**config.mk**
```make
export PLATFORM = sky130hd
export DESIGN_NAME = trig_ctl
export DESIGN_NICKNAME = d
export VERILOG_FILES = /design/src/logic/trig_pkg.sv /design/src/logic/trig_launch.sv /design/src/logic/trig_ctl.sv
export SDC_FILE = /design/constraint.sdc
export NUM_CORES = 1
export LEC_CHECK = 0
export BUFFER_PORTS_ARGS = -buffer_cell sky130_fd_sc_hd__buf_2
export CORE_MARGIN = 1
export CORE_UTILIZATION = 26
export DETAILED_ROUTE_END_ITERATION = 16
export SLEW_MARGIN = 20
export SYNTH_ARGS = -nofsm -noshare
export SYNTH_HDL_FRONTEND = slang
export SYNTH_SLANG_ARGS = --single-unit
```
**constraint.sdc**
```tcl
create_clock -name clk -period 4.9 [get_ports clk]
set_input_delay 0.735 -clock clk [delete_from_list [all_inputs] [get_ports clk]]
set_output_delay 0.735 -clock clk [all_outputs]
set_load 0.01 [all_outputs]
```
**src/logic/trig_pkg.sv**
```systemverilog
// constants and types for the trigger output unit control block
package trig_pkg;
  localparam int UNITS = 4;
  localparam int ADDR_W = 12;
  // register byte addresses
  localparam logic [11:0] OFS_INDEX = 12'h500;
  localparam logic [11:0] OFS_CSR = 12'h504;
  localparam logic [11:0] OFS_IRQ_STAT = 12'h508;
  localparam logic [11:0] OFS_IRQ_MASK = 12'h50c;
  localparam logic [11:0] OFS_CTL1 = 12'h538;
  // control one field positions
  localparam int B_CHAIN = 31;
  localparam int B_TAIL = 30;
  localparam int B_SEL_HI = 27;
  localparam int B_SEL_LO = 26;
  localparam int B_NOW = 25;
  localparam int B_NOTIFY = 24;
  localparam int B_EDGE = 23;
  // control and status fields
  localparam int B_ACTIVE = 4;
  localparam int B_ENABLE = 3;
  localparam int B_SOFT_CLEAR = 2;
  // status/mask layout: finished flags low nibble, fault flags next
  localparam int B_DONE_LO = 0;
  localparam int B_FAULT_LO = 4;
  localparam logic [31:0] RESET_WORD = 32'h0000_0000;

  typedef struct packed {
    logic chain_enable;
    logic tail;
    logic [1:0] upstream_sel;
    logic fire_now;
    logic notify;
    logic neg_edge;
  } unit_ctl_s;
endpackage : trig_pkg

```
**src/logic/trig_launch.sv**
```systemverilog
// output launcher: registers a fire pulse on the chosen clock edge
`timescale 1ns/100ps
`default_nettype none
module trig_launch (
  input wire logic clk,
  input wire logic sys_rst,
  input wire logic ce,
  input wire logic fire,
  input wire logic neg_edge,
  output logic out
);
  logic pos_q;
  logic neg_q;

  // rising-edge copy
  always_ff @(posedge clk or posedge sys_rst) begin
    if (sys_rst) begin
      pos_q <= 1'b0;
    end else if (ce) begin
      pos_q <= fire;
    end
  end

  // falling-edge copy re-times the rising copy half a period later; the
  // fire input is only valid up to the rising edge, so it cannot be used
  always_ff @(negedge clk or posedge sys_rst) begin
    if (sys_rst) begin
      neg_q <= 1'b0;
    end else if (ce) begin
      neg_q <= pos_q;
    end
  end

  assign out = neg_edge ? neg_q : pos_q;
endmodule : trig_launch
`default_nettype wire

```
**src/logic/trig_ctl.sv**
```systemverilog
// trigger output unit control: indexed control, chaining and status
`timescale 1ns/100ps
`default_nettype none
module trig_ctl
  import trig_pkg::*;
(
  input wire logic clk,
  input wire logic sys_rst,
  input wire logic ce,
  input wire logic [ADDR_W-1:0] addr,
  input wire logic [31:0] wdata,
  input wire logic wr_stb,
  input wire logic rd_stb,
  output logic [31:0] rdata,
  input wire logic [UNITS-1:0] target_reached,
  input wire logic [UNITS-1:0] target_past,
  output logic [UNITS-1:0] trig_out,
  output logic irq
);
  typedef struct packed {
    unit_ctl_s [UNITS-1:0] ctl;
    logic [UNITS-1:0] armed;
    logic [1:0] index;
    logic [UNITS-1:0] finished;
    logic [UNITS-1:0] fault;
    logic [2*UNITS-1:0] mask;
    logic [31:0] rdata;
  } state_s;

  state_s s_q;
  state_s s_d;
  logic [UNITS-1:0] fire_c;
  logic [UNITS-1:0] fault_c;
  logic [UNITS-1:0] start_c;
  logic [UNITS-1:0] dclr;
  logic [UNITS-1:0] fclr;

  // pack one unit's control fields into the register word
  function automatic logic [31:0] ctl_word(input unit_ctl_s c);
    logic [31:0] w;
    w = RESET_WORD;
    w[B_CHAIN] = c.chain_enable;
    w[B_TAIL] = c.tail;
    w[B_SEL_HI:B_SEL_LO] = c.upstream_sel;
    w[B_NOW] = c.fire_now;
    w[B_NOTIFY] = c.notify;
    w[B_EDGE] = c.neg_edge;
    return w;
  endfunction : ctl_word

  // unit events: a fire or a fault ends the armed state
  always_comb begin
    for (int u = 0; u < UNITS; u++) begin
      fire_c[u] = s_q.armed[u] & (target_reached[u]
                  | (s_q.ctl[u].fire_now & target_past[u]));
      fault_c[u] = s_q.armed[u] & target_past[u] & ~target_reached[u]
                   & ~s_q.ctl[u].fire_now;
    end
  end

  // chaining: upstream finish starts a unit unless that upstream is tail or is unit 0;
  // with no tail in a ring the finish keeps passing round forever
  always_comb begin
    for (int u = 0; u < UNITS; u++) begin
      start_c[u] = 1'b0;
      if (s_q.ctl[u].chain_enable && s_q.ctl[u].upstream_sel != 2'h0) begin
        start_c[u] = fire_c[s_q.ctl[u].upstream_sel]
                     & ~s_q.ctl[s_q.ctl[u].upstream_sel].tail;
      end
    end
  end

  // write-one-to-clear decode for the sticky status flags
  assign dclr = (wr_stb && addr == OFS_IRQ_STAT) ?
                wdata[B_DONE_LO+UNITS-1:B_DONE_LO] : '0;
  assign fclr = (wr_stb && addr == OFS_IRQ_STAT) ?
                wdata[B_FAULT_LO+UNITS-1:B_FAULT_LO] : '0;

  // next-state logic for every register of the block
  always_comb begin
    s_d = s_q;
    s_d.rdata = RESET_WORD;
    for (int u = 0; u < UNITS; u++) begin
      if (fire_c[u] || fault_c[u]) begin
        s_d.armed[u] = 1'b0;
      end
      if (start_c[u]) begin
        s_d.armed[u] = 1'b1;
      end
      // set beats clear on the sticky flags; notify gates both
      s_d.finished[u] = (s_q.finished[u] & ~dclr[u])
                        | (fire_c[u] & s_q.ctl[u].notify);
      s_d.fault[u] = (s_q.fault[u] & ~fclr[u])
                     | (fault_c[u] & s_q.ctl[u].notify);
    end
    if (wr_stb) begin
      unique case (addr)
        OFS_INDEX: s_d.index = wdata[1:0];
        OFS_IRQ_MASK: s_d.mask = wdata[2*UNITS-1:0];
        OFS_CTL1: begin
          s_d.ctl[s_q.index].chain_enable = wdata[B_CHAIN];
          s_d.ctl[s_q.index].tail = wdata[B_TAIL];
          s_d.ctl[s_q.index].upstream_sel = wdata[B_SEL_HI:B_SEL_LO];
          s_d.ctl[s_q.index].fire_now = wdata[B_NOW];
          s_d.ctl[s_q.index].notify = wdata[B_NOTIFY];
          s_d.ctl[s_q.index].neg_edge = wdata[B_EDGE];
        end
        OFS_CSR: begin
          if (wdata[B_SOFT_CLEAR]) begin
            // soft clear wins over a same-cycle enable
            s_d.ctl[s_q.index] = '0;
            s_d.armed[s_q.index] = 1'b0;
          end else if (wdata[B_ENABLE]) begin
            s_d.armed[s_q.index] = 1'b1;
          end else if (!start_c[s_q.index]) begin
            s_d.armed[s_q.index] = 1'b0;
          end
        end
        default: ;
      endcase
    end
    if (rd_stb) begin
      unique case (addr)
        OFS_INDEX: s_d.rdata[1:0] = s_q.index;
        OFS_IRQ_MASK: s_d.rdata[2*UNITS-1:0] = s_q.mask;
        OFS_IRQ_STAT: begin
          s_d.rdata[B_DONE_LO+UNITS-1:B_DONE_LO] = s_q.finished;
          s_d.rdata[B_FAULT_LO+UNITS-1:B_FAULT_LO] = s_q.fault;
        end
        OFS_CTL1: s_d.rdata = ctl_word(s_q.ctl[s_q.index]);
        OFS_CSR: begin
          s_d.rdata[B_ACTIVE] = s_q.armed[s_q.index];
          s_d.rdata[B_ENABLE] = s_q.armed[s_q.index];
        end
        default: ; // unmapped reads return zero
      endcase
    end
  end

  // single state register; clock enable freezes everything
  always_ff @(posedge clk or posedge sys_rst) begin
    if (sys_rst) begin
      s_q <= '0;
    end else if (ce) begin
      s_q <= s_d;
    end
  end

  assign rdata = s_q.rdata;
  // level interrupt while any unmasked flag is set
  assign irq = |({s_q.fault, s_q.finished} & s_q.mask);

  // one launcher per unit
  for (genvar g = 0; g < UNITS; g++) begin : g_launch
    trig_launch u_launch (
      .clk(clk),
      .sys_rst(sys_rst),
      .ce(ce),
      .fire(fire_c[g]),
      .neg_edge(s_q.ctl[g].neg_edge),
      .out(trig_out[g])
    );
  end
endmodule : trig_ctl
`default_nettype wire

```
### Word level (Yosys, flattened, before mapping)

Index checks and enable logic that the tools add are counted.

| storage, ports and cells | value |
|---|---|
| logic and storage cells | 223 |
| register bits | 90 |

| cells by class | value |
|---|---|
| equal/unequal tests | 6 |
| mux-type cells | 76 |
| order comparisons | 6 |
| bitwise gates (word level) | 78 |
| reductions and logical operators | 19 |

Operators with widths:

| kind | count |
|---|---|
| bitwise mux 28 bit | 6 |
| demux 7 bit (select 2 bit) | 7 |
| binary-select mux 7 bit (select 2 bit) | 5 |
| == test 12 x 11 -> 1 bit, second input constant | 5 |
| one-hot mux 28 bit (2 select lines) | 1 |
| AND 1 bit | 40 |
| 2-to-1 mux 6 bit | 6 |
| 2-to-1 mux 32 bit | 1 |
| AND 28 bit | 1 |
| 2-to-1 mux 28 bit | 1 |
| NOT 28 bit | 1 |
| 2-to-1 mux 1 bit | 24 |
| 2-to-1 mux 24 bit | 1 |
| 2-to-1 mux 4 bit | 6 |
| 2-to-1 mux 7 bit | 3 |
| NOT 1 bit | 20 |
| < comparator 2 x 3 -> 1 bit, second input constant | 5 |
| binary-select mux 1 bit (select 2 bit) | 6 |
| bitwise OR 1 bit | 12 |
| one-hot mux 2 bit (3 select lines) | 2 |
| nonzero test 2 bit | 5 |
| AND 8 bit | 1 |
| OR reduction 8 bit | 1 |
| logical AND 1 bit | 6 |
| other kinds (14) | 19 |

### Longest topological paths before layout

Gate-level depths: netlist of run 1.

| logic depth | value |
|---|---|
| depth after elaboration | 14 |
| depth in mapped cells | 7 |

### By module

Synthesis of run 1 repeated with hierarchy kept, for this count alone.

| second synthesis, totals | value |
|---|---|
| cells, all modules | 359 |
| area, all modules | 4151.5 sq um |

By module, submodules not included:

| module | sequential area each (sq um) | area an instance (sq um) | times used | cells an instance |
|---|---|---|---|---|
| trig_ctl | 1626.6 | 3801.1 | 1 | 335 |
| trig_launch | 50.0 | 87.6 | 4 | 6 |

==> results of run 1 <==
-- cell families (layout without fill, tap and decap cells) --
group	Yosys count	after routing	synth area share [%]
multiplexers	60	60	18.62
AND/OR/NAND/NOR	107	107	15.43
flip-flops	73	73	44.87
AO/OA/AOI/OAI	67	67	11.22
buffers and inverters	69	96	9.773
other	1	19	0.09211
-- cell usage in the layout (no fill, tap or decap), types with 3 or more instances in the layout --
cell	count
nand2b_1	6
o21ai_0	21
dfrtp_1	69
a21o_1	3
nand3_1	18
a31oi_1	3
conb_1	17
o2bb2ai_1	4
nand4_1	5
dfrtn_1	4
clkbuf_16	9
buf_2	59
mux2i_1	6
nand4b_1	4
inv_1	18
o22ai_1	12
nand2_1	26
and2_1	7
nor3b_1	3
mux2_2	46
nor2_4	3
nor2_1	11
a22oi_1	6
and4_1	3
clkbuf_1	5
a21oi_1	3
mux4_2	8
nor2b_1	10
-- worst max path at each step --
stage / from / to
after floorplan: ce / g_launch[0].u_launch.neg_q
after global placement: ce / g_launch[3].u_launch.neg_q
after detailed placement: ce / g_launch[2].u_launch.neg_q
after CTS: g_launch[3].u_launch.neg_q / trig_out[3]
after global routing: g_launch[3].u_launch.neg_q / trig_out[3]
final: g_launch[3].u_launch.neg_q / trig_out[3]
-- per-stage QoR --
stage	power, mW	cells	worst slack, ps	hold WS, ps
3_3_place_gp	0.7184	615	961.7	444.9
2_1_floorplan	0.6923	393	379.1	435.4
5_1_grt	1.344	632	609.3	407.7
4_1_cts	1.310	631	636.9	408.1
6_report	1.298	633	649.4	385.7
3_5_place_dp	0.7211	615	945.6	454.1
-- power by group --
| group | internal, mW | switching (mW) | leakage [nW] |
|---|---|---|---|
| logic | 0.0328 | 0.0586 | 0.939 |
| clock network | 0.356 | 0.232 | 0.128 |
| registers | 0.611 | 0.00679 | 1.01 |
| total | 1.00 | 0.297 | 2.08 |
-- final cells by class --
type	instances	area [um^2]	share of cell area, %
Inverter	19	75.07	1.614
Sequential cell	73	1827	39.28
Antenna cell	2	5.005	0.1076
Timing Repair Buffer	61	310.3	6.672
Tap cell	211	264.0	5.677
Clock inverter	1	5.005	0.1076
Multi-Input combinational cell	251	1907	41.00
Clock buffer	15	257.7	5.542
-- critical path: stages, from the launching register on --
cell	delay, ps
dfrtn_1	330
mux2_2	260
buf_2	140
-- flip-flops by register name (all words and copies together), names as in the netlist --
name and count:
rdata 15, g_launch.u_launch.neg_q 4, s_q 50, g_launch.u_launch.pos_q 4
-- routing by layer --
metal	up-vias	GRT usage [%]
met5	-	0
met4	0	6.092
met3	18	4.355
met2	111	20.85
met1	1513	17.27
li1	1388	-
==> flow_summary.yaml, run 1 <==
sta:
  slew_viol_final: 0
  skew_ps: 7.192
  tightest_slew_ps: 928.7
  rsz0062_at_grt: "false"
  setup-tns-final_ps: 0
  relSlewSlack_pct: 38.09
  hold_viol: 0
  setup_viol: 0
route:
  avgRoutedWirePerCell_um: 16.39
  drt-pass1-iter-count: 4
  antenna_left: 0
  wl_met3_um: 755
  drcViolationCount: 0
  wl_um: 10380
  met2_length_um: 4833
  route.top_layer_used: "met4"
  first_iter_violations: 206
  wl_met1_um: 4507
  routed_via_density: 4.787
  vias: 3030
yosys:
  synth.largest_area_cell: "dfrtp_1"
  ys_types: 48
  netlist_top_cells_count: "dfrtp_1 (69), mux2_2 (46), buf_4 (36)"
  synthMostInstantiatedCell: "dfrtp_1"
  ys.flop_type: "dfrtp_1"
  synth_edf_count: 0
  synthCells: 377
  yosysSeqAreaShare_pct: 44.87
  syn_area_um2: 4071
  synth_area_per_cell_um2: 10.80
  synth_top_cell_area_share_pct: 42.41
  async_flop_share_pct: 100.0
  synth.ff_latch_count: 73
  ys_warn_count: 0
  synth.top_cells.by_area: "dfrtp_1 (42%), mux2_2 (13%), buf_4 (6.6%), mux4_2 (4.4%), o21ai_0 (2.6%)"
floorplanning:
  design.die.area_um2: 16160
  core_area_um2: 15260
  rows: 45
  die_w_um: 127.1
  die_h_um: 127.1
  ios: 94
  initial_core_util_pct: 26.68
layout:
  final_cell_area_um2: 4651
  drive_gt1_share_pct: 32.62
  num-fill-cells: 1578
  synthToLayoutAreaGrowth_pct: 14.23
  post-route-util_pct: 30.48
  nNetsFinal: 472
clock_network:
  htreeDepth: 3
  clockRootBuffer: "clkbuf_16"
  cts_tree: "done"
  clock_sinks: 73
  clk_latency_ps: 340
  clockBufferDepth: 2
  cts_made_buffers: 9
  clkTransAtPathRegs_ps: 50
  postCtsSetupBuffers: 0
  post_cts_resized: 0
  cts_hold_buf: 0
global_routing:
  grt_pass1_wl_um: 16530
  grt_pass1_vias: 3052
  grt_usage_pct: 13.51
  grt_overflow: 0
  grt_max_degree: 62
  antenna_found_initial: 2
worst_setup_path:
  regToRegEndpoint: "g_launch[0].u_launch.neg_q"
  critPathLaunchType: "register"
  critPathCaptureType: "primary output"
  arrival_ps: 3520
  reg2reg_from: "g_launch[0].u_launch.pos_q"
  r2r_slack_ps: 1650
  cp.required_ps: 4160
  worst-setup-path-type: "register to primary output"
  crit_path_max_fanout: 2
  reg2reg_depth: 1
placement:
  gp_congestion: 0.8400
  port-buffer-count: 59
  dp_hpwl_um: 7742
  placed_area_um2: 4383
outcome:
  outcome: "finished, final reports clean"
flow_run:
  cap_violations: 0
power:
  powerDensity_nw_per_um2: 279.1
  p_leak_nw: 2.077
  vdd_drop_max_v: 0.0001474
worst_hold_path:
  hold_class: "input port to asynchronous set/reset pin"
Power figures use the tool's default switching activity.
==> run 2: changes to the inputs <==
RECOVER_POWER = 25   (was not set)
clock period = 4.5 ns   (was 4.9 ns; I/O delays follow)
==> run 2 against run 1 <==
Against the previous run: the run now ends with capacitance limit, slew limit left; die area did not move; first-iteration DRC count down 7.3%; worst setup slack got worse by 150 ps; non-clock buffer count unchanged; sequential power is 8.9% higher; global-route usage about the same; routed wire length shrank 0.75%; final cell count is 0.16% higher; critical path depth did not move; hold slack better by 33 ps; clock skew hardly changed; total power rose by 10%; highest routed layer unchanged.
==> flow_summary.yaml, run 2 (synthesis gave the netlist of run 1 again) <==
worst_setup_path:
  critPathLaunchType: "register"
  arrival_ps: 3320
  cp_cell_sequence: "mux2_2, buf_2"
  critPathTopFamily: "flip-flops"
  cp_slowest_cell: "dfrtn_1"
  path_buf_inv: 1
  regToRegEndpoint: "g_launch[3].u_launch.neg_q"
  reg2reg_depth: 1
  worst-setup-path-type: "register to primary output"
  r2r_slack_ps: 1460
  reg2reg_from: "g_launch[3].u_launch.pos_q"
  cpPeakStageDelay_ps: 340
  critPathCaptureType: "primary output"
  cp.required_ps: 3830
  crit_path_max_fanout: 2
power:
  switching_share_pct: 22.73
  clock_power_share_pct: 46.0
  seqPwrFrac_pct: 47.2
  switchingPower_uw: 324.4
  report.power.total_mw: 1.427
  internal_power_mw: 1.103
  powerDensity_nw_per_um2: 308.0
  p_leak_nw: 2.000
  combPwrFrac_pct: 6.9
  vdd_drop_max_v: 0.0001472
route:
  wl_met3_um: 819
  first_iter_violations: 191
  route.top_layer_used: "met4"
  routed_via_density: 4.748
  drt-pass1-iter-count: 4
  wl_um: 10300
  drcViolationCount: 0
  wl_met1_um: 4437
  met2_length_um: 4757
  vias: 3010
  antenna_left: 0
  avgRoutedWirePerCell_um: 16.24
floorplanning:
  core_area_um2: 15260
  initial_core_util_pct: 26.68
  design.die.area_um2: 16160
  die_h_um: 127.1
  ios: 94
  rows: 45
  die_w_um: 127.1
global_routing:
  grt_pass1_vias: 3015
  grt_overflow: 0
  grt_usage_pct: 13.52
  grt_max_degree: 62
  grt_pass1_wl_um: 16600
  antenna_found_initial: 3
flow_run:
  cap_violations: 2
sta:
  rsz0062_at_grt: "false"
  setup_viol: 0
  relSlewSlack_pct: -4.171
  tightest_slew_ps: 1563
  hold_viol: 0
  whs_ps: 418.8
  skew_ps: 7.529
  setup-tns-final_ps: 0
  slew_viol_final: 36
clock_network:
  htreeDepth: 3
  postCtsSetupBuffers: 0
  clkTransAtPathRegs_ps: 60
  cts_made_buffers: 9
  clk_latency_ps: 340
  clockRootBuffer: "clkbuf_16"
  clock_sinks: 73
  post_cts_resized: 0
  cts_tree: "done"
  cts_hold_buf: 0
  clockBufferDepth: 2
layout:
  top_register: "s_q"
  nNetsFinal: 472
  drive_gt1_share_pct: 28.33
  final_cell_mix: "dfrtp_1 (69), mux2_2 (46), buf_2 (40)"
  final_common_cell: "dfrtp_1"
  largest_register_ffs: 50
  num-fill-cells: 1580
  synthToLayoutAreaGrowth_pct: 13.83
placement:
  port-buffer-count: 59
  dp_hpwl_um: 7743
  gp_congestion: 0.8362
worst_hold_path:
  hold_class: "input port to asynchronous set/reset pin"
outcome:
  outcome: "finished with violations"
  violations: "capacitance limit, slew limit"
-- run 2: cell count changes in the layout (fill, tap and decap cells not counted) --
cell,previous run,this run
buf_2,59,40
clkbuf_1,5,23
buf_4,2,0
clkbuf_2,0,1
clkbuf_8,1,2
clkinvlp_2,0,1
diode_2,2,3
-- run 2: cell type report --
type	instances	area [um^2]	area share, %
Antenna cell	3	7.507	0.1620
Clock buffer	14	264.0	5.697
Clock inverter	2	12.51	0.2700
Inverter	19	72.57	1.566
Multi-Input combinational cell	251	1907	41.14
Sequential cell	73	1827	39.42
Tap cell	211	264.0	5.697
Timing Repair Buffer	61	280.3	6.048
-- run 2: stage by stage --
step / cell area (um^2) / util (%) / cells / setup WS (ps)
2_1_floorplan: 4135 / - / 393 / 239.1
3_3_place_gp: 4383 / 28.72 / 615 / 822.1
3_5_place_dp: 4383 / 28.72 / 615 / 798.3
4_1_cts: 4659 / 30.54 / 631 / 494.9
5_1_grt: 4629 / 30.34 / 632 / 450.4
6_report: 4634 / 30.37 / 634 / 503.4
-- run 2: how the worst max path moves through the flow --
stage                                           from                          to  slack [ps]  depth (start not counted)
after floorplan                                   ce  g_launch[0].u_launch.neg_q         240                          4
after global placement                            ce  g_launch[3].u_launch.neg_q         820                          2
after detailed placement                          ce  g_launch[1].u_launch.neg_q         800                          2
after CTS                 g_launch[0].u_launch.neg_q                 trig_out[0]         490                          2
after global routing      g_launch[2].u_launch.neg_q                 trig_out[2]         450                          3
final                     g_launch[0].u_launch.neg_q                 trig_out[0]         500                          2
-- run 2: power by group through the flow --
stage	clock, mW	sequential, mW	combinational (mW)
finish	0.656	0.673	0.0979
global route	0.699	0.674	0.111
CTS	0.673	0.673	0.101
detailed placement	0	0.685	0.101
global placement	0	0.684	0.0983
floorplan	0	0.682	0.0722
-- run 2: layer usage --
layer | vias up | track usage (%)
li1 | 1390 | -
met1 | 1490 | 17.53
met2 | 112 | 20.56
met3 | 18 | 4.606
met4 | 0 | 5.672
met5 | - | 0
